`config.mk`:
```
export PLATFORM = sky130hd
export DESIGN_NAME = camera_exposure_trigger_sequencer
export DESIGN_NICKNAME = d
export VERILOG_FILES = /design/src/verilog/cam_seq_pkg.sv /design/src/verilog/camera_exposure_trigger_sequencer.sv
export SDC_FILE = /design/constraint.sdc
export NUM_CORES = 1
export LEC_CHECK = 0
export BUFFER_PORTS_ARGS = -buffer_cell sky130_fd_sc_hd__buf_2
export CORE_MARGIN = 2
export CORE_UTILIZATION = 45
export CTS_CLUSTER_DIAMETER = 200
export CTS_CLUSTER_SIZE = 16
export DETAILED_ROUTE_END_ITERATION = 16
export GPL_TIMING_DRIVEN = 1
export PLACE_DENSITY_LB_ADDON = 0.12
export SLEW_MARGIN = 20
export SYNTH_ARGS = -nofsm -noshare
export SYNTH_HDL_FRONTEND = slang
export SYNTH_SLANG_ARGS = --single-unit
```
`constraint.sdc`:
```
create_clock -name clk_i -period 11 [get_ports clk_i]
set_clock_uncertainty 0.1 [all_clocks]
set_input_delay 0.55 -clock clk_i [delete_from_list [all_inputs] [get_ports clk_i]]
set_output_delay 0.55 -clock clk_i [all_outputs]
set_load 0.05 [all_outputs]
```
`src/verilog/cam_seq_pkg.sv`:
```
package cam_seq_pkg;
	// ***************************************************
	// Register offsets (byte addresses)
	// ***************************************************
	localparam logic [7:0] CTRL_OFS = 8'h00;
	localparam logic [7:0] EXPOSE_OFS = 8'h04;
	localparam logic [7:0] READOUT_OFS = 8'h08;
	localparam logic [7:0] GAP_OFS = 8'h0C;
	localparam logic [7:0] FRAMES_OFS = 8'h10;
	localparam logic [7:0] PREOPEN_OFS = 8'h14;
	localparam logic [7:0] STATUS_OFS = 8'h18;

	// ***************************************************
	// Control and status field positions
	// ***************************************************
	localparam int START_BIT = 0;
	localparam int HALT_BIT = 1;
	localparam int SHUT_LSB = 2;
	localparam int TRIG_LSB = 4;
	localparam int FALL_BIT = 6;
	localparam int OVL_BIT = 7;
	localparam int INV0_BIT = 8;
	localparam int INV1_BIT = 9;
	localparam int SEL0_LSB = 12;
	localparam int SEL1_LSB = 16;
	localparam int ERR_BIT = 0;

	// ***************************************************
	// Reset values
	// ***************************************************
	localparam logic [31:0] CTRL_RST = 32'h0000_0000;
	localparam logic [31:0] TIME_RST = 32'h0000_0001;

	// ***************************************************
	// Modes, indicator codes and sequencer state encoding
	// ***************************************************
	typedef enum logic [1:0] {
		SHUT_NORMAL = 2'h0,
		SHUT_CLOSED = 2'h1,
		SHUT_OPEN = 2'h2,
		SHUT_PREOPEN = 2'h3
	} shut_mode_t;

	typedef enum logic [1:0] {
		TRIG_FREE = 2'h0,
		TRIG_SINGLE = 2'h1,
		TRIG_PERFRAME = 2'h2,
		TRIG_PULSE = 2'h3
	} trig_mode_t;

	localparam logic [2:0] IND_READOUT = 3'h0;
	localparam logic [2:0] IND_SHUTTER = 3'h1;
	localparam logic [2:0] IND_ACQUIRE = 3'h2;
	localparam logic [2:0] IND_EXPOSE = 3'h3;
	localparam logic [2:0] IND_EFFECT = 3'h4;
	localparam logic [2:0] IND_HIGH = 3'h5;
	localparam logic [2:0] IND_WAIT = 3'h6;

	typedef enum logic [5:0] {
		ST_IDLE = 6'b00_0001,
		ST_PREOPEN = 6'b00_0010,
		ST_WAIT = 6'b00_0100,
		ST_EXPOSE = 6'b00_1000,
		ST_READ = 6'b01_0000,
		ST_GAP = 6'b10_0000
	} seq_state_t;
endpackage

```
`src/verilog/camera_exposure_trigger_sequencer.sv`:
```
// The APB slave port and the placing of the registers are this design's own decisions.
`timescale 1ns/10ps
module camera_exposure_trigger_sequencer
	import cam_seq_pkg::*;
#(
	parameter int CNT_W = 32,
	parameter int OUT_N = 2
) (
	input wire logic clk_i,
	input wire logic rst_i,
	input wire logic psel_i,
	input wire logic penable_i,
	input wire logic pwrite_i,
	input wire logic [7:0] paddr_i,
	input wire logic [31:0] pwdata_i,
	output logic [31:0] prdata_o,
	output logic pready_o,
	output logic pslverr_o,
	input wire logic trig_i,
	output logic shutter_o,
	output logic [OUT_N-1:0] status_o
);
	// ***************************************************
	// Register file
	// ***************************************************
	logic [31:0] ctrl_ff;
	logic [CNT_W-1:0] expose_ff;
	logic [CNT_W-1:0] read_ff;
	logic [CNT_W-1:0] gap_ff;
	logic [CNT_W-1:0] frames_ff;
	logic [CNT_W-1:0] preopen_ff;
	logic err_ff;
	logic [31:0] prdata_ff;
	logic setup;
	logic wr;
	logic mapped;
	logic start_req;
	logic halt_req;
	logic cfg_bad;
	logic [31:0] nxt_ctrl;
	logic [31:0] eff_ctrl;
	shut_mode_t smode;
	trig_mode_t tmode;
	logic falling;
	logic overlap;

	// ***************************************************
	// Sequencer state
	// ***************************************************
	seq_state_t state_ff;
	seq_state_t nxt_state;
	logic [CNT_W-1:0] cnt_ff;
	logic [CNT_W-1:0] nxt_cnt;
	logic [CNT_W-1:0] done_ff;
	logic acq_ff;
	logic act_prev_ff;
	logic act_lvl;
	logic act_edge;
	logic inact_edge;
	logic last_frame;
	logic timer_done;
	logic short_exp;
	logic shut_open;
	logic shutter_ff;
	logic [OUT_N-1:0] status_ff;
	logic [6:0] ind;

	// Modes of a control write act in its own cycle, so a start sees them
	assign eff_ctrl = (wr && paddr_i == CTRL_OFS) ? nxt_ctrl : ctrl_ff;
	assign smode = shut_mode_t'(eff_ctrl[SHUT_LSB +: 2]);
	assign tmode = trig_mode_t'(eff_ctrl[TRIG_LSB +: 2]);
	assign falling = eff_ctrl[FALL_BIT];
	assign overlap = eff_ctrl[OVL_BIT];

	// ***************************************************
	// APB slave, zero wait states
	// ***************************************************
	assign setup = psel_i & ~penable_i;
	assign wr = psel_i & penable_i & pwrite_i;
	assign pready_o = 1'b1;
	assign prdata_o = prdata_ff;

	always_comb begin
		if (paddr_i == CTRL_OFS) begin
			mapped = 1'b1;
		end else if (paddr_i == EXPOSE_OFS || paddr_i == READOUT_OFS) begin
			mapped = 1'b1;
		end else if (paddr_i == GAP_OFS || paddr_i == FRAMES_OFS) begin
			mapped = 1'b1;
		end else if (paddr_i == PREOPEN_OFS || paddr_i == STATUS_OFS) begin
			mapped = 1'b1;
		end else begin
			mapped = 1'b0;
		end
	end

	assign pslverr_o = psel_i & penable_i & ~mapped;

	// Read data captured in setup so it is stable through the access phase
	always_ff @(posedge clk_i or posedge rst_i) begin
		if (rst_i) begin
			prdata_ff <= 32'h0000_0000;
		end else if (setup) begin
			if (paddr_i == CTRL_OFS) begin
				prdata_ff <= {ctrl_ff[31:2], 2'b00};
			end else if (paddr_i == EXPOSE_OFS) begin
				prdata_ff <= 32'(expose_ff);
			end else if (paddr_i == READOUT_OFS) begin
				prdata_ff <= 32'(read_ff);
			end else if (paddr_i == GAP_OFS) begin
				prdata_ff <= 32'(gap_ff);
			end else if (paddr_i == FRAMES_OFS) begin
				prdata_ff <= 32'(frames_ff);
			end else if (paddr_i == PREOPEN_OFS) begin
				prdata_ff <= 32'(preopen_ff);
			end else if (paddr_i == STATUS_OFS) begin
				prdata_ff <= {done_ff[15:0], 5'h00, acq_ff, 2'b00, state_ff, 1'b0, err_ff};
			end else begin
				prdata_ff <= 32'h0000_0000;
			end
		end
	end

	// Illegal shutter/trigger/overlap combinations keep the old shutter mode, trigger mode and overlap bit
	always_comb begin
		nxt_ctrl = pwdata_i;
		nxt_ctrl[START_BIT] = 1'b0;
		nxt_ctrl[HALT_BIT] = 1'b0;
		cfg_bad = 1'b0;
		if (pwdata_i[SHUT_LSB +: 2] == SHUT_PREOPEN && pwdata_i[TRIG_LSB +: 2] == TRIG_FREE) begin
			cfg_bad = 1'b1;
		end
		if (pwdata_i[OVL_BIT] && (pwdata_i[SHUT_LSB +: 2] == SHUT_NORMAL ||
				pwdata_i[SHUT_LSB +: 2] == SHUT_PREOPEN)) begin
			cfg_bad = 1'b1;
		end
		if (cfg_bad) begin
			nxt_ctrl[SHUT_LSB +: 2] = ctrl_ff[SHUT_LSB +: 2];
			nxt_ctrl[OVL_BIT] = ctrl_ff[OVL_BIT];
			nxt_ctrl[TRIG_LSB +: 2] = ctrl_ff[TRIG_LSB +: 2];
		end
	end

	assign start_req = wr && paddr_i == CTRL_OFS && pwdata_i[START_BIT];
	assign halt_req = wr && paddr_i == CTRL_OFS && pwdata_i[HALT_BIT];

	always_ff @(posedge clk_i or posedge rst_i) begin
		if (rst_i) begin
			ctrl_ff <= CTRL_RST;
		end else if (wr && paddr_i == CTRL_OFS) begin
			ctrl_ff <= nxt_ctrl;
		end
	end

	always_ff @(posedge clk_i or posedge rst_i) begin
		if (rst_i) begin
			expose_ff <= CNT_W'(TIME_RST);
			read_ff <= CNT_W'(TIME_RST);
			gap_ff <= CNT_W'(TIME_RST);
			frames_ff <= CNT_W'(TIME_RST);
			preopen_ff <= CNT_W'(TIME_RST);
		end else if (wr) begin
			if (paddr_i == EXPOSE_OFS) begin
				expose_ff <= CNT_W'(pwdata_i);
			end else if (paddr_i == READOUT_OFS) begin
				read_ff <= CNT_W'(pwdata_i);
			end else if (paddr_i == GAP_OFS) begin
				gap_ff <= CNT_W'(pwdata_i);
			end else if (paddr_i == FRAMES_OFS) begin
				frames_ff <= CNT_W'(pwdata_i);
			end else if (paddr_i == PREOPEN_OFS) begin
				preopen_ff <= CNT_W'(pwdata_i);
			end
		end
	end

	// Sticky refusal flag, write one to clear; a new refusal wins
	always_ff @(posedge clk_i or posedge rst_i) begin
		if (rst_i) begin
			err_ff <= 1'b0;
		end else if (wr && paddr_i == CTRL_OFS && cfg_bad) begin
			err_ff <= 1'b1;
		end else if (wr && paddr_i == STATUS_OFS && pwdata_i[ERR_BIT]) begin
			err_ff <= 1'b0;
		end
	end

	// ***************************************************
	// Trigger edge detection
	// ***************************************************
	assign act_lvl = trig_i ^ falling;
	assign act_edge = act_lvl & ~act_prev_ff;
	assign inact_edge = ~act_lvl & act_prev_ff;

	always_ff @(posedge clk_i or posedge rst_i) begin
		if (rst_i) begin
			act_prev_ff <= 1'b0;
		end else begin
			act_prev_ff <= act_lvl;
		end
	end

	// ***************************************************
	// Frame sequencer
	// ***************************************************
	// Zero frames means run until halted
	assign last_frame = frames_ff != '0 && done_ff + CNT_W'(1) >= frames_ff;
	assign timer_done = cnt_ff <= CNT_W'(1);
	assign short_exp = expose_ff < read_ff;

	always_comb begin
		nxt_state = state_ff;
		nxt_cnt = cnt_ff - CNT_W'(1);
		case (state_ff)
			ST_IDLE: begin
				if (start_req) begin
					if (tmode == TRIG_FREE) begin
						nxt_state = ST_EXPOSE;
						nxt_cnt = expose_ff;
					end else if (smode == SHUT_PREOPEN) begin
						nxt_state = ST_PREOPEN;
						nxt_cnt = preopen_ff;
					end else begin
						nxt_state = ST_WAIT;
					end
				end
			end
			ST_PREOPEN: begin
				if (timer_done) begin
					nxt_state = ST_WAIT;
				end
			end
			ST_WAIT: begin
				if (act_edge) begin
					nxt_state = ST_EXPOSE;
					nxt_cnt = expose_ff;
				end
			end
			ST_EXPOSE: begin
				if (tmode == TRIG_PULSE) begin
					if (inact_edge) begin
						nxt_state = ST_READ;
						nxt_cnt = read_ff;
					end
				end else if (timer_done) begin
					nxt_state = ST_READ;
					nxt_cnt = read_ff;
				end
			end
			ST_READ: begin
				if (timer_done) begin
					if (last_frame) begin
						nxt_state = ST_IDLE;
					end else if (tmode == TRIG_FREE || tmode == TRIG_SINGLE) begin
						nxt_state = ST_GAP;
						nxt_cnt = gap_ff;
					end else if (smode == SHUT_PREOPEN) begin
						nxt_state = ST_PREOPEN;
						nxt_cnt = preopen_ff;
					end else begin
						nxt_state = ST_WAIT;
					end
				end
			end
			ST_GAP: begin
				if (timer_done) begin
					nxt_state = ST_EXPOSE;
					nxt_cnt = expose_ff;
				end
			end
			default: begin
				nxt_state = ST_IDLE;
			end
		endcase
		if (halt_req) begin
			nxt_state = ST_IDLE;
		end
	end

	always_ff @(posedge clk_i or posedge rst_i) begin
		if (rst_i) begin
			state_ff <= ST_IDLE;
			cnt_ff <= '0;
		end else begin
			state_ff <= nxt_state;
			cnt_ff <= nxt_cnt;
		end
	end

	always_ff @(posedge clk_i or posedge rst_i) begin
		if (rst_i) begin
			done_ff <= '0;
		end else if (state_ff == ST_IDLE && start_req) begin
			done_ff <= '0;
		end else if (state_ff == ST_READ && timer_done) begin
			done_ff <= done_ff + CNT_W'(1);
		end
	end

	always_ff @(posedge clk_i or posedge rst_i) begin
		if (rst_i) begin
			acq_ff <= 1'b0;
		end else if (nxt_state == ST_IDLE) begin
			acq_ff <= 1'b0;
		end else if (nxt_state == ST_EXPOSE) begin
			acq_ff <= 1'b1;
		end
	end

	// ***************************************************
	// Shutter drive
	// ***************************************************
	always_comb begin
		case (smode)
			SHUT_NORMAL: shut_open = nxt_state == ST_EXPOSE;
			SHUT_CLOSED: shut_open = 1'b0;
			SHUT_OPEN: shut_open = 1'b1;
			SHUT_PREOPEN: shut_open = nxt_state == ST_PREOPEN || nxt_state == ST_WAIT ||
				nxt_state == ST_EXPOSE;
			default: shut_open = 1'b0;
		endcase
	end

	always_ff @(posedge clk_i or posedge rst_i) begin
		if (rst_i) begin
			shutter_ff <= 1'b0;
		end else begin
			shutter_ff <= shut_open;
		end
	end

	assign shutter_o = shutter_ff;

	// ***************************************************
	// Status outputs
	// ***************************************************
	// Indicators decoded from next state so outputs align with the state register
	assign ind[IND_READOUT] = nxt_state == ST_READ;
	assign ind[IND_SHUTTER] = shut_open;
	assign ind[IND_ACQUIRE] = nxt_state != ST_IDLE && (acq_ff || nxt_state == ST_EXPOSE);
	assign ind[IND_EXPOSE] = nxt_state == ST_EXPOSE;
	assign ind[IND_EFFECT] = (overlap && short_exp) ? (nxt_state == ST_READ) :
		(nxt_state == ST_EXPOSE);
	assign ind[IND_HIGH] = 1'b1;
	assign ind[IND_WAIT] = nxt_state == ST_WAIT;

	genvar g;
	generate
		for (g = 0; g < OUT_N; g++) begin : g_out
			logic [2:0] sel;
			logic inv;
			assign sel = ctrl_ff[SEL0_LSB + 4*g +: 3];
			assign inv = ctrl_ff[INV0_BIT + g];
			always_ff @(posedge clk_i or posedge rst_i) begin
				if (rst_i) begin
					status_ff[g] <= 1'b0;
				end else if (sel == IND_HIGH) begin
					status_ff[g] <= 1'b1;
				end else if (sel > IND_WAIT) begin
					status_ff[g] <= inv;
				end else begin
					status_ff[g] <= ind[sel] ^ inv;
				end
			end
		end
	endgenerate

	assign status_o = status_ff;
endmodule
```
==> results.json <==
{
  "status": "complete, no violations",
  "path_clk_slew_ns": 0.08,
  "finalMaxSlewViolations": 0,
  "critical_path.most_common_cell": "nand3_1",
  "vdd_drop_max_mv": 0.1009,
  "synth_top_cell_by_area": "dfrtp_1",
  "critPathCaptureType": "flop",
  "synth_area_per_cell_sq_um": 9.256,
  "fin_hold_ws_ns": 0.09672,
  "n_fill_cell": 3815,
  "drt_drc_violations_left": 0,
  "initial_core_util": 0.4579,
  "synth_common_cells": "dfrtp_1, nand2_1, mux2_2, o21ai_0, nor2_1",
  "tightestPinTransition_ns": 1.161,
  "portBuffers": 81,
  "synth_area_leaders": "dfrtp_1, mux2_2, nand2_1",
  "routed_wl_mm": 73.93,
  "cap_violations": 0,
  "layout_setup_ws_ns": 4.823,
  "wl_per_cell_um": 29.15,
  "worstPathMaxFanout": 21,
  "slowest_stage": "or3_1",
  "syn-instance-count": 1970,
  "dr.pass1.iters": 6,
  "required_ns": 11.35,
  "cellLeakagePower_uw": 0.008795,
  "fin_tns_setup_ns": 0,
  "drive_gt1_frac": 0.1800,
  "period_minus_slack_ns": 6.177,
  "synth-edff-count": 0,
  "row_count": 73,
  "grt_pass1_vias": 16080,
  "crit_arrival_ns": 6.53,
  "via_per_inst": 6.660,
  "clock-sinks": 298,
  "netlist_area_sq_mm": 0.01823,
  "hpwlAfterDp_mm": 52.18,
  "ys_ff_latch": 298,
  "globalRoute.totalOverflow": 0,
  "hold_class": "input pin to asynchronous set/reset pin",
  "instances_no_fill": 2536,
  "grt_pass1_wl_mm": 108.6,
  "hold_viol_final": 0,
  "die_h_um": 205.3,
  "cts_tree": "yes",
  "dp_cells": 2504,
  "antenna_found_initial": 0,
  "io_pins": 83,
  "synth_warnings": 0,
  "gp_congestion": 1.001,
  "numCtsBuffers": 22,
  "h-tree-depth": 1,
  "yosysSeqAreaShare": 0.4094,
  "critical_path.top_delay_family": "simple AND/OR/NAND/NOR gates",
  "grt_max_degree": 117,
  "fin_nets": 2117,
  "final.period_utilization": 0.5615,
  "rsz0062_at_grt": "false",
  "p_per_area_mw_per_mm2": 137.0,
  "cts_resized": 0,
  "yosysMostFrequentCell": "dfrtp_1",
  "async_flop_share": 1.000,
  "dieArea_sq_mm": 0.04215,
  "critPathLaunchType": "flop",
  "grt_usage": 0.3513,
  "coreArea_sq_mm": 0.03982,
  "synthFlopType": "dfrtp_1",
  "place_ws_ns": 4.898,
  "ant_nets": 0,
  "ys_types": 91,
  "finalSetupViolCount": 0,
  "cts_max_path_buffers": 3,
  "max_freq_mhz": 161.9,
  "vias": 16890,
  "crit_chain": "ha_1, nand3_1, nor4_1, and3_1, nand3_1, nor2_1, nand3_1, xnor2_1, ha_1, nand4_1, nor4_1, o211ai_1, a31oi_2, or3_1, a21boi_1, nand2_1, o22ai_1, o211ai_1",
  "critical_path_class": "flop to flop",
  "ctsHoldBuffers": 0,
  "post_cts_buffers": 0,
  "drt_iter0_drc": 1758,
  "path_buf_inv": 0,
  "cpPeakStageDelay_ns": 0.82,
  "relSlewSlack": 0.2241,
  "clk_latency_ns": 0.56,
  "die_w_um": 205.3,
  "syn_to_final_growth_pct": 8.927,
  "netlist.area_leader.share": 0.4007,
  "cts_root_buf": "clkbuf_16",
  "syn-num-nets": 2083,
  "diodes": 0
}
[power breakdown]
group	internal [uW]	leakage (uW)	total [uW]	switching (uW)
Sequential	1160	0.00385	1250	88.2
Combinational	238	0.00465	676	438
Clock	381	0.000296	796	415
[layout by cell type, fill, tap and decap left out, drive strengths merged, types with 7 or more instances in the layout]
master,n
dfrtp,292
nand2,260
mux2,161
o21ai,147
nor2,133
buf,121
a21oi,116
inv,82
ha,67
nand3,54
a31oi,51
a221oi,35
xor2,34
nor3,33
nor4,33
clkbuf,30
xnor2,28
a221o,27
o221ai,25
o211ai,22
nand4,22
a211oi,17
and3,16
a22oi,16
o31ai,15
mux2i,13
a21o,12
o22ai,12
and2,11
or3,11
or4,9
o21a,8
a222oi,8
nor2b,7
[cell type report]
| class | count | area, sq um | area share |
|---|---|---|---|
| clock buffer | 30 | 601.8 | 0.03030 |
| clock inverter | 1 | 8.758 | 0.0004410 |
| inverter | 83 | 320.3 | 0.01613 |
| timing repair buffer | 121 | 709.4 | 0.03572 |
| tap | 525 | 656.9 | 0.03307 |
| sequential | 298 | 7465 | 0.3758 |
| multi-input combinational | 1478 | 10100 | 0.5085 |
[per-layer routing]
metal / vias up / wire length, um / track usage
met1: 8440 / 31480 / 0.5024
met2: 947 / 31790 / 0.5193
met4: 0 / 2945 / 0.1282
met3: 160 / 7717 / 0.07982
met5: - / 0 / 0
li1: 7343 / - / -
[worst register-to-register path: cells and delay by family, from the launching register on]
| kind | cells | cell delay, ns |
|---|---|---|
| AOI/OAI and AO/OA | 5 | 1.21 |
| xor gates and xnor gates | 1 | 0.17 |
| adders and majority gates | 2 | 0.58 |
| DFF | 1 | 0.43 |
| and+or+nand+nor | 10 | 3.61 |
[through the flow]
stage / cell area, sq um / util / total power (uW)
2_1_floorplan: 18230 / - / 1735
3_3_place_gp: 19240 / 0.4831 / 1918
3_5_place_dp: 19240 / 0.4831 / 1924
4_1_cts: 19850 / 0.4985 / 2715
5_1_grt: 19860 / 0.4987 / 2847
6_report: 19860 / 0.4987 / 2721
[final timing paths]
path	end	startpoint	slack, ns	depth (start not counted)
max reg2reg	cnt_ff[14]	done_ff[0]	4.82	18
min in group clk_i	ctrl_ff[31]	pwdata_i[31]	0.15	3
min	read_ff[8]	rst_i	0.1	2
min reg2reg	ctrl_ff[11]	ctrl_ff[11]	0.38	2
max	cnt_ff[14]	done_ff[0]	4.82	18
max in group asynchronous	preopen_ff[22]	rst_i	8.57	4
[cells by family after synthesis]
family	synth area share
XOR/XNOR	0.02978
multiplexers	0.1066
AND/OR/NAND/NOR	0.1605
buffers and inverters	0.04124
flip-flops	0.4094
AO/OA/AOI/OAI	0.2063
adder cells (fa/ha/maj)	0.04598
other	0.0002057
[registers in the layout (all words and copies together), names as in the netlist, 2 cells and up]
name and flops:
cnt_ff 32, done_ff 32, expose_ff 32, frames_ff 32
gap_ff 32, prdata_o 32, preopen_ff 32, read_ff 32
ctrl_ff 30, state_ff 6, status_o 2
No activity file was read; power rests on OpenSTA's default activity.
